$ cat config.mk
export PLATFORM = sky130hd
export DESIGN_NAME = mrc_reset_ctrl
export DESIGN_NICKNAME = d
export VERILOG_FILES = /design/src/mrc_pkg.sv /design/src/mrc_reset_ctrl.sv
export SDC_FILE = /design/constraint.sdc
export NUM_CORES = 1
export LEC_CHECK = 0
export ABC_AREA = 1
export BUFFER_PORTS_ARGS = -buffer_cell sky130_fd_sc_hd__buf_2
export CAP_MARGIN = 10
export CORE_AREA = 2 2 109 111
export CTS_CLUSTER_SIZE = 24
export DETAILED_ROUTE_END_ITERATION = 8
export DIE_AREA = 0 0 111 113
export GPL_TIMING_DRIVEN = 1
export PLACE_DENSITY = 0.73
export SLEW_MARGIN = 20
export SYNTH_ARGS = -nofsm -noshare
export SYNTH_HDL_FRONTEND = slang
export SYNTH_SLANG_ARGS = --single-unit
$ cat constraint.sdc
create_clock -name core_clk_in -period 8.3 [get_ports core_clk_in]
set_input_delay 0 -clock core_clk_in [delete_from_list [all_inputs] [get_ports core_clk_in]]
set_output_delay 0 -clock core_clk_in [all_outputs]
set_load 0.1 [all_outputs]
$ cat src/mrc_pkg.sv
// Constants, states and register map of the reset sequencer
package mrc_pkg;
  localparam int          CLK_PERIOD_NS    = 10;
  localparam int          STARTUP_DELAY_NS = 1000;
  localparam int          BO_MIN_NS        = 1000;
  localparam int          STARTUP_CYC      =
    (STARTUP_DELAY_NS + CLK_PERIOD_NS - 1) / CLK_PERIOD_NS;
  localparam int          BO_MIN_CYC       =
    (BO_MIN_NS + CLK_PERIOD_NS - 1) / CLK_PERIOD_NS;
  localparam int          WDT_PERIOD_CYC   = 65536;
  localparam int          CNT_W            = 20;

  localparam logic [7:0]  ADDR_CTRL        = 8'h00;
  localparam logic [7:0]  ADDR_STATUS      = 8'h04;
  localparam int          ADDR_LSB_W       = 8;

  localparam int          CTRL_PIN_RST     = 0;
  localparam int          CTRL_BO_EN       = 1;
  localparam int          CTRL_BO_THR_LO   = 2;
  localparam int          BO_THR_W         = 2;
  localparam logic [3:0]  CTRL_RESET       = 4'h3;

  localparam int          ST_TIMEOUT       = 0;
  localparam int          ST_POWERDOWN     = 1;
  localparam int          ST_IN_RESET      = 2;
  localparam int          ST_STATE_LO      = 4;

  typedef enum logic [2:0] {
    S_POR   = 3'h0,
    S_HOLD  = 3'h1,
    S_START = 3'h2,
    S_RUN   = 3'h3,
    S_HALT  = 3'h4,
    S_WAKE  = 3'h5
  } mrc_state_t;
endpackage : mrc_pkg

$ cat src/mrc_reset_ctrl.sv
// Reset sequencer with AHB-Lite control and status registers
//
// The implementer's own choices: the register offsets and register access over AHB-Lite.
module mrc_reset_ctrl
  import mrc_pkg::*;
#(
  parameter int WDT_CYC = mrc_pkg::WDT_PERIOD_CYC
)(
  input  wire logic        core_clk_in,
  input  wire logic        rst_in,
  input  wire logic        ext_reset_n_in,
  input  wire logic        brownout_low_in,
  input  wire logic        halt_exec_in,
  input  wire logic        wake_in,
  input  wire logic        wdt_clear_in,
  input  wire logic        hsel_in,
  input  wire logic [31:0] haddr_in,
  input  wire logic [1:0]  htrans_in,
  input  wire logic        hwrite_in,
  input  wire logic [2:0]  hsize_in,
  input  wire logic [31:0] hwdata_in,
  input  wire logic        hready_in,
  output logic      [31:0] hrdata_out,
  output logic             hreadyout_out,
  output logic             hresp_out,
  output logic             core_rst_out,
  output logic             core_run_out,
  output logic             pc_sp_clear_out,
  output logic             port_preset_out,
  output logic             intr_off_out,
  output logic             tmr_off_out,
  output logic             presc_clear_out,
  output logic             sp_top_out,
  output logic             timeout_flag_out,
  output logic             powerdown_flag_out,
  output logic             port_a_bit_seven_out,
  output logic [1:0]       brownout_threshold_out
);
  import mrc_pkg::*;

  mrc_state_t       state_q;
  logic             ext_s1_q;
  logic             ext_s2_q;
  logic             bo_s1_q;
  logic             bo_s2_q;
  logic [CNT_W-1:0] bo_cnt_q;
  logic             bo_trip;
  logic [CNT_W-1:0] su_cnt_q;
  logic [31:0]      wdt_cnt_q;
  logic             wdt_to;
  logic             line_low;
  logic [3:0]       ctrl_q;
  logic             to_q;
  logic             pd_q;
  logic             rst_q;
  logic             run_q;
  logic             pcsp_q;
  logic             a7_q;
  logic             wr_pend_q;
  logic [7:0]       wr_addr_q;
  logic [31:0]      rdata_q;
  logic             su_done;
  logic             addr_ok;
  logic [31:0]      rd_val;

  // Two-stage synchronisers for the reset line and supply monitor
  always_ff @(posedge core_clk_in or posedge rst_in)
  begin
    if (rst_in)
    begin
      ext_s1_q <= 1'b0;
      ext_s2_q <= 1'b0;
      bo_s1_q  <= 1'b0;
      bo_s2_q  <= 1'b0;
    end
    else
    begin
      ext_s1_q <= ext_reset_n_in;
      ext_s2_q <= ext_s1_q;
      bo_s1_q  <= brownout_low_in;
      bo_s2_q  <= bo_s1_q;
    end
  end

  // Pin counts as reset only when the option selects it
  assign line_low = ctrl_q[CTRL_PIN_RST] & ~ext_s2_q;

  always_ff @(posedge core_clk_in or posedge rst_in)
  begin
    if (rst_in)
      a7_q <= 1'b1;
    else if (!ctrl_q[CTRL_PIN_RST])
      a7_q <= ext_s2_q;
    else
      a7_q <= 1'b1;
  end

  // Brown-out filter: trips only after a dip outlasts the minimum
  always_ff @(posedge core_clk_in or posedge rst_in)
  begin
    if (rst_in)
      bo_cnt_q <= '0;
    else if (!(ctrl_q[CTRL_BO_EN] && bo_s2_q))
      bo_cnt_q <= '0;
    else if (bo_cnt_q <= CNT_W'(BO_MIN_CYC))
      bo_cnt_q <= bo_cnt_q + 1'b1;
  end

  assign bo_trip = (bo_cnt_q > CNT_W'(BO_MIN_CYC));

  // Watchdog counter, cleared by reset, service, power-down and timeout, counts only in S_RUN and S_HALT
  always_ff @(posedge core_clk_in or posedge rst_in)
  begin
    if (rst_in)
      wdt_cnt_q <= '0;
    else if (rst_q || wdt_clear_in || halt_exec_in || wdt_to)
      wdt_cnt_q <= '0;
    else if (state_q == S_RUN || state_q == S_HALT)
      wdt_cnt_q <= wdt_cnt_q + 1'b1;
  end

  assign wdt_to = (wdt_cnt_q == 32'(WDT_CYC - 1));

  // Startup timer
  always_ff @(posedge core_clk_in or posedge rst_in)
  begin
    if (rst_in)
      su_cnt_q <= '0;
    else if (state_q == S_START || state_q == S_WAKE)
      su_cnt_q <= su_cnt_q + 1'b1;
    else
      su_cnt_q <= '0;
  end

  assign su_done = (su_cnt_q == CNT_W'(STARTUP_CYC - 1));

  // Sequencer
  always_ff @(posedge core_clk_in or posedge rst_in)
  begin
    if (rst_in)
      state_q <= S_POR;
    else
    begin
      case (state_q)
        S_POR:   state_q <= S_HOLD;
        S_HOLD:
          if (!line_low && !bo_trip)
            state_q <= S_START;
        S_START:
          if (line_low || bo_trip)
            state_q <= S_HOLD;
          else if (su_done)
            state_q <= S_RUN;
        S_RUN:
          if (line_low || bo_trip)
            state_q <= S_HOLD;
          else if (wdt_to)
            state_q <= S_START;
          else if (halt_exec_in)
            state_q <= S_HALT;
        S_HALT:
          if (line_low || bo_trip)
            state_q <= S_HOLD;
          else if (wdt_to)
            state_q <= S_WAKE;
          else if (wake_in)
            state_q <= S_RUN;
        S_WAKE:
          if (line_low || bo_trip)
            state_q <= S_HOLD;
          else if (su_done)
            state_q <= S_RUN;
        default: state_q <= S_POR;
      endcase
    end
  end

  // Reset-cause flags
  always_ff @(posedge core_clk_in or posedge rst_in)
  begin
    if (rst_in)
    begin
      to_q <= 1'b0;
      pd_q <= 1'b0;
    end
    else if (state_q == S_HALT && (line_low || bo_trip))
    begin
      to_q <= 1'b0;
      pd_q <= 1'b1;
    end
    else if (state_q == S_HALT && wdt_to)
    begin
      to_q <= 1'b1;
      pd_q <= 1'b1;
    end
    else if (state_q == S_RUN && (line_low || bo_trip))
      to_q <= 1'b0;
    else if (state_q == S_RUN && wdt_to)
      to_q <= 1'b1;
    else if (state_q == S_RUN && halt_exec_in)
    begin
      to_q <= 1'b0;
      pd_q <= 1'b1;
    end
  end

  // Core controls, released synchronously after the startup delay
  always_ff @(posedge core_clk_in or posedge rst_in)
  begin
    if (rst_in)
    begin
      rst_q  <= 1'b1;
      run_q  <= 1'b0;
      pcsp_q <= 1'b0;
    end
    else
    begin
      rst_q  <= (state_q == S_POR) || (state_q == S_HOLD) ||
                (state_q == S_RUN && (line_low || bo_trip || wdt_to)) ||
                (state_q == S_HALT && (line_low || bo_trip)) ||
                ((state_q == S_START || state_q == S_WAKE) &&
                 (line_low || bo_trip)) ||
                (state_q == S_START && !su_done);
      run_q  <= (state_q == S_RUN && !(line_low || bo_trip || wdt_to ||
                 halt_exec_in)) ||
                ((state_q == S_START || state_q == S_WAKE) && su_done &&
                 !(line_low || bo_trip)) ||
                (state_q == S_HALT && wake_in &&
                 !(line_low || bo_trip || wdt_to));
      pcsp_q <= (state_q == S_HALT) && wdt_to &&
                !(line_low || bo_trip);
    end
  end

  assign core_rst_out       = rst_q;
  assign core_run_out       = run_q;
  assign pc_sp_clear_out    = pcsp_q;
  assign port_preset_out    = rst_q;
  assign intr_off_out       = rst_q;
  assign tmr_off_out        = rst_q;
  assign presc_clear_out    = rst_q;
  assign sp_top_out         = rst_q;
  assign timeout_flag_out   = to_q;
  assign powerdown_flag_out = pd_q;
  assign port_a_bit_seven_out   = a7_q;
  assign brownout_threshold_out = ctrl_q[CTRL_BO_THR_LO +: BO_THR_W];

  // AHB-Lite slave, zero wait states, always OKAY
  assign addr_ok = hsel_in && hready_in && htrans_in[1];

  always_comb
  begin
    rd_val = '0;
    if (haddr_in[ADDR_LSB_W-1:0] == ADDR_CTRL)
      rd_val[3:0] = ctrl_q;
    else if (haddr_in[ADDR_LSB_W-1:0] == ADDR_STATUS)
    begin
      rd_val[ST_TIMEOUT]   = to_q;
      rd_val[ST_POWERDOWN] = pd_q;
      rd_val[ST_IN_RESET]  = rst_q;
      rd_val[ST_STATE_LO +: 3] = state_q;
    end
  end

  always_ff @(posedge core_clk_in or posedge rst_in)
  begin
    if (rst_in)
    begin
      wr_pend_q <= 1'b0;
      wr_addr_q <= '0;
      rdata_q   <= '0;
    end
    else if (hready_in)
    begin
      wr_pend_q <= addr_ok && hwrite_in;
      wr_addr_q <= haddr_in[ADDR_LSB_W-1:0];
      rdata_q   <= (addr_ok && !hwrite_in) ? rd_val : 32'h0000_0000;
    end
  end

  // Option register: reset pin select, brown-out enable, threshold
  always_ff @(posedge core_clk_in or posedge rst_in)
  begin
    if (rst_in)
      ctrl_q <= CTRL_RESET;
    else if (wr_pend_q && wr_addr_q == ADDR_CTRL)
      ctrl_q <= hwdata_in[3:0];
  end

  assign hrdata_out    = rdata_q;
  assign hreadyout_out = 1'b1;
  assign hresp_out     = 1'b0;
endmodule : mrc_reset_ctrl

## Word-level counts from Yosys, hierarchy flattened

Index checks and enable logic that the tools add are counted.

| word-level totals | value |
|---|---|
| flip-flop bits (word level) | 130 |
| output and inout bits | 47 |
| bits of input ports | 79 |
| word-level logic and storage cells | 124 |

| operators by class | value |
|---|---|
| equality and inequality tests | 15 |
| $add $sub $neg | 3 |
| multiplexer cells | 32 |
| $lt $le $gt $ge | 2 |
| bitwise logic cells | 2 |
| reduce and logical (&&, ||, !) cells | 52 |

Operator list:

| cell | count |
|---|---|
| 32-bit 2-to-1 mux | 2 |
| 20-bit 2-to-1 mux | 3 |
| 20-bit by 1-bit adder with 20-bit output, second input constant | 2 |
| 3-bit 2-to-1 mux | 13 |
| 32-bit by 1-bit adder with 32-bit output, second input constant | 1 |
| 32-bit by 16-bit equality test with 1-bit output, second input constant | 1 |
| 1-bit logical AND | 21 |
| 20-bit by 7-bit equality test with 1-bit output, second input constant | 1 |
| 20-bit by 7-bit greater-than comparator with 1-bit output, second input constant | 1 |
| 20-bit by 7-bit less-or-equal comparator with 1-bit output, second input constant | 1 |
| 8-bit logical NOT | 2 |
| 1-bit logical OR | 15 |
| 3-bit one-hot mux with 5 select lines | 1 |
| 1-bit 2-to-1 mux | 12 |
| 8-bit by 3-bit equality test with 1-bit output, second input constant | 1 |
| 1-bit logical NOT | 7 |
| 7-bit 2-to-1 mux | 1 |
| 3-bit by 2-bit equality test with 1-bit output, second input constant | 2 |
| 3-bit equality test, second input constant | 2 |
| 3-bit by 2-bit != test with 1-bit output, second input constant | 2 |
| 5-bit nonzero test | 1 |
| 4-bit by 3-bit != test with 1-bit output, second input constant | 1 |
| 4-bit != test, second input constant | 1 |
| 4-bit AND reduction | 1 |
| other kinds (11) | 11 |

## Logic depth before layout (Yosys ltp)

| depth | value |
|---|---|
| depth after elaboration | 9 |
| mapped depth | 14 |
| mapped depth without buffers | 14 |

## Worst setup path before layout

Ideal clock, no wire load.

| timing path | value |
|---|---|
| path type | register -> register |
| start point | register rst_q, in the netlist core_rst_out |
| end point | register wdt_cnt_q[30] |
| path slack | 6.659 ns |
| clock period less this slack | 1.641 ns |
| library setup time | 0.117 ns |
| cell stages (with the launch flop) | 7 |
| path buffers | 1 |
| arrival | 1.523 ns |
| path through | dfstp_2 -> nor3_1 -> nand2_2 -> inv_2 -> buf_6 -> nand3_1 -> nand2_1 |

| on the way | value |
|---|---|
| word-level cells in the longest chain between the ends | 4 |

Ends and longest elaborated chain:

| item | RTL line | text |
|---|---|---|
| start: declaration | mrc_reset_ctrl.sv:55 | `logic rst_q;` |
| start signal: assignment | mrc_reset_ctrl.sv:218 | `rst_q <= (state_q == S_POR) \|\| (state_q == S_HOLD) \|\|` |
| 1-bit logical OR * (3 in a row) | mrc_reset_ctrl.sv:116 | `else if (rst_q \|\| wdt_clear_in \|\| halt_exec_in \|\| wdt_to)` |
| 32-bit 2-to-1 mux / 2-bit nonzero test (equally long branches) | n/a |  |
| end signal: assignment | mrc_reset_ctrl.sv:119 | `wdt_cnt_q <= wdt_cnt_q + 1'b1;` |
| end: declaration | mrc_reset_ctrl.sv:49 | `logic [31:0] wdt_cnt_q;` |

Every way passes the cells marked *; elsewhere a longest branch is shown, timed or not.
A chain may end at the register's enable or synchronous reset.

## Final worst setup path

| timing path | value |
|---|---|
| start point | register wdt_cnt_q[1] |
| end point | register wdt_cnt_q[30] |

| on the way | value |
|---|---|
| word-level cells in the longest chain between the ends | 3 |

Ends and longest elaborated chain:

| item | RTL line |
|---|---|
| 32-bit by 1-bit adder with 32-bit output / 32-bit by 16-bit equality test with 1-bit output (equally long branches) | mrc_reset_ctrl.sv:119, mrc_reset_ctrl.sv:122 |
| 32-bit 2-to-1 mux / 1-bit logical OR (equally long branches) | mrc_reset_ctrl.sv:118, mrc_reset_ctrl.sv:116 |
| 32-bit 2-to-1 mux / 2-bit nonzero test (equally long branches) | n/a |

Several ways; a longest one is shown, not always the timed one. The select of a mux whose other input is x is not followed.

==> results.yml <==
worst_setup_path:
  cpMostUsedCell: "nand2_1"
  critPathArrivalTime_ns: 2.33
  path_cells: "ha_1 > nand2_1 > nor2_1 > nand2_1 > nor2_1 > nand3_1 > nand2_2 > inv_2 > nand2_1 > nand3_1 > nand2_1"
  r2r_slack_ns: 6.26
  critPathKind: "reg -> reg"
  worst_path_max_delay_cell: "dfrtp_1"
  critPathLaunchType: "flop"
  endpoint_kind: "flop"
  required_ns: 8.59
  crit_family: "simple AND/OR/NAND/NOR gates"
  critical-path-max-stage-delay_ns: 0.38
  critPathBufInv: 1
  critPathMaxFanout: 18
cts:
  clockBufferDepth: 2
  clock_latency_ns: 0.35
  numCtsBuffers: 9
  clk_pin_slew_ns: 0.07
  htreeDepth: 3
  cts_tree: "done"
  cts_root_buf: "clkbuf_16"
  clkSinkCount: 105
cells_and_area:
  layout.nets: 896
  fin_util_pct: 57.4
  syn_to_final_growth_pct: 12.9
  final_cell_area_mm2: 0.00647
  stdcell_count: 961
  diodes: 0
  layout-drive-gt1-share_pct: 11.6
  n_fill_cell: 978
floorplanning:
  core_area_mm2: 0.0113
  rows: 39
  die-area_mm2: 0.0125
  die_x_um: 111
  dieHeight_um: 113
  ios: 126
  start_util_pct: 50.9
synthesis:
  synth_compound_area_share_pct: 7.29
  ys_ff_latch: 105
  synth_area_mm2: 0.00574
  synth-simple-area-share_pct: 32.2
  synth-main-ff-cell: "dfrtp_1"
  synthAdderAreaFrac_pct: 0.873
  synth_top_family_by_area: "simple AND/OR/NAND/NOR gates"
  syn_avg_cell_area_um2: 7.63
  ys_seq_area_share_pct: 45.9
  netlist_instances: 752
  synth_cell_types: 42
  synth_warnings: 0
  synth_top_area_share_pct: 44.1
  synth-xor-area-share_pct: 1.53
  synth.largest_area_cell: "dfrtp_1"
  synth.area.mux_share_pct: 0
  synth_area_leaders: "dfrtp_1 44%, nand2_1 11%, nor2_1 8.2%"
  synth-async-reset-ratio_pct: 100
  synth_edf_count: 0
route:
  num_vias: 4886
  ant_nets: 0
  wl_mm: 12.1
  drt_iter0_markers: 376
  drc: 0
  drt-vias-per-instance: 5.08
  dr.pass1.iters: 5
  routedWlPerCell_um: 12.6
sta:
  hold_ws_ns: 0.0615
  fin_skew_ns: 0.00792
  fin_ws_ns: 6.26
  finalSetupViolCount: 0
  max_freq_mhz: 490
  worst_pin_slew_ns: 0.703
  period_needed_ns: 2.04
  final-max-slew-violation-count: 0
  rsz0062_at_grt: "false"
  tns_ns: 0
  slew_headroom_pct: 53.1
  hold_viol_final: 0
  fin_crit_sh_pct: 24.6
pwr:
  finalPower_mw: 1.42
  p_int_mw: 0.858
  p_sw_mw: 0.563
  p_seq_share_pct: 39.9
  sw_frac_of_total_pct: 39.7
  combPwrFrac_pct: 29.0
  pwr-share-clk_pct: 31.1
  ir_drop_mv: 0.263
  leakage_nw: 3.10
  p_per_area_mw_per_mm2: 220
global_route:
  grt_max_degree: 58
  grt.total_usage_pct: 20.2
  grt_pass1_wl_mm: 21.0
  grt-ovfl-total: 0
  grt_pass1_vias: 4728
  antenna_found_initial: 0
run:
  drv.max_cap_violation_count: 0
place:
  place_area_mm2: 0.00593
  portBuffers: 42
  dp_hpwl_mm: 8.55
  place_congestion: 0.891
  dpl_worst_slack_ns: 6.26
  place_inst: 921
min_path:
  hp-class: "in -> reg"
run_status:
  status: "complete, no violations"
==> power groups by stage <==
stage / clock (mW) / sequential [mW] / combinational [mW]
floorplan: 0 / 0.597 / 0.343
detailed placement: 0 / 0.576 / 0.401
global route: 0.475 / 0.570 / 0.449
CTS: 0.451 / 0.566 / 0.412
finish: 0.442 / 0.567 / 0.412
global placement: 0 / 0.574 / 0.395
==> worst register-to-register path: stages, from the launching register on <==
cell	delay [ns]
dfrtp_1	0.38
ha_1	0.20
nand2_1	0.09
nor2_1	0.11
nand2_1	0.08
nor2_1	0.11
nand3_1	0.17
nand2_2	0.35
inv_2	0.22
nand2_1	0.13
nand3_1	0.08
nand2_1	0.07
==> timing repair <==
action | in CTS | in global routing
setup endpoints to repair | 0 | 0
hold buffers | 24 | 0
setup buffers | 0 | 0
resized for setup | 0 | 0
endpoints found under the hold margin | 63 | 0
==> state kept, by name (all words and copies together) (netlist names), 3 cells and up <==
| register | count |
|---|---|
| state_q | 3 |
| bo_cnt_q | 20 |
| ctrl_q | 4 |
| su_cnt_q | 20 |
| wr_addr_q | 8 |
| hrdata_out | 7 |
| wdt_cnt_q | 32 |
==> cells in the mapped netlist (6+ instances only) <==
| cell type | instances |
|---|---|
| nor2_1 | 126 |
| nor4_1 | 8 |
| xor2_1 | 9 |
| nand3_1 | 40 |
| nor3_1 | 27 |
| o21ai_0 | 21 |
| nand2_1 | 166 |
| nor2_2 | 6 |
| a21oi_1 | 32 |
| nand4_1 | 12 |
| inv_1 | 96 |
| buf_4 | 34 |
| dfrtp_1 | 101 |
==> logic make-up after synthesis <==
kind of cell	count (synthesis)
AOI/OAI and AO/OA	75
DFF	105
buffers and inverters	145
adders and majority gates	4
and+or+nand+nor	411
xor gates and xnor gates	10
other	2
==> per-layer routing <==
layer | routed length, um | vias to the layer above | global-route usage [%]
li1 | - | 2459 | -
met1 | 5720 | 2274 | 26.6
met2 | 5620 | 138 | 33.6
met3 | 590 | 15 | 3.59
met4 | 202 | 0 | 7.50
met5 | 0 | - | 0
==> cell type report <==
type / instances / area [um^2] / area share (%)
clock buffer: 9 / 225 / 3.48
clock inverter: 7 / 82.6 / 1.28
inverter: 103 / 394 / 6.09
multi-input combinational: 527 / 2500 / 38.7
sequential: 105 / 2630 / 40.7
tap: 143 / 179 / 2.76
timing repair buffer: 67 / 458 / 7.07
==> path summary, 6_finish.rpt <==
check	end	cells past startpoint	startpoint
max in group asynchronous	wr_addr_q[0]$_DFFE_PP0P_	4	rst_in
max	wdt_cnt_q[30]$_DFFE_PP0P_	11	wdt_cnt_q[1]$_DFFE_PP0P_
min reg2reg	bo_s2_q$_DFF_PP0_	0	bo_s1_q$_DFF_PP0_
min	core_run_out$_DFF_PP0_	3	wake_in
max reg2reg	wdt_cnt_q[30]$_DFFE_PP0P_	11	wdt_cnt_q[1]$_DFFE_PP0P_
min in group asynchronous	su_cnt_q[10]$_DFF_PP0_	3	rst_in
==> cell usage in the layout, fill, tap and decap left out, drive strengths merged <==
cell type	synthesis	final
inv	102	107
o21bai	1	1
nand3b	2	2
o21ai	24	24
nand3	44	44
ha	4	4
nor4	8	8
and3	1	1
xnor2	1	1
xor2	9	9
nand4	12	12
dfstp	4	4
nor2	137	137
or2	2	2
clkinv	1	2
conb	2	27
nand2	171	171
nor3b	4	4
clkbuf	4	9
o31ai	4	4
bufinv	0	1
a22oi	1	1
a21oi	32	32
a211oi	2	2
nor3	30	30
o211ai	5	5
dfrtp	101	101
a31oi	4	4
buf	38	43
dlygate4sd3	0	24
o21a	2	2
Power figures use the tool's default switching activity.
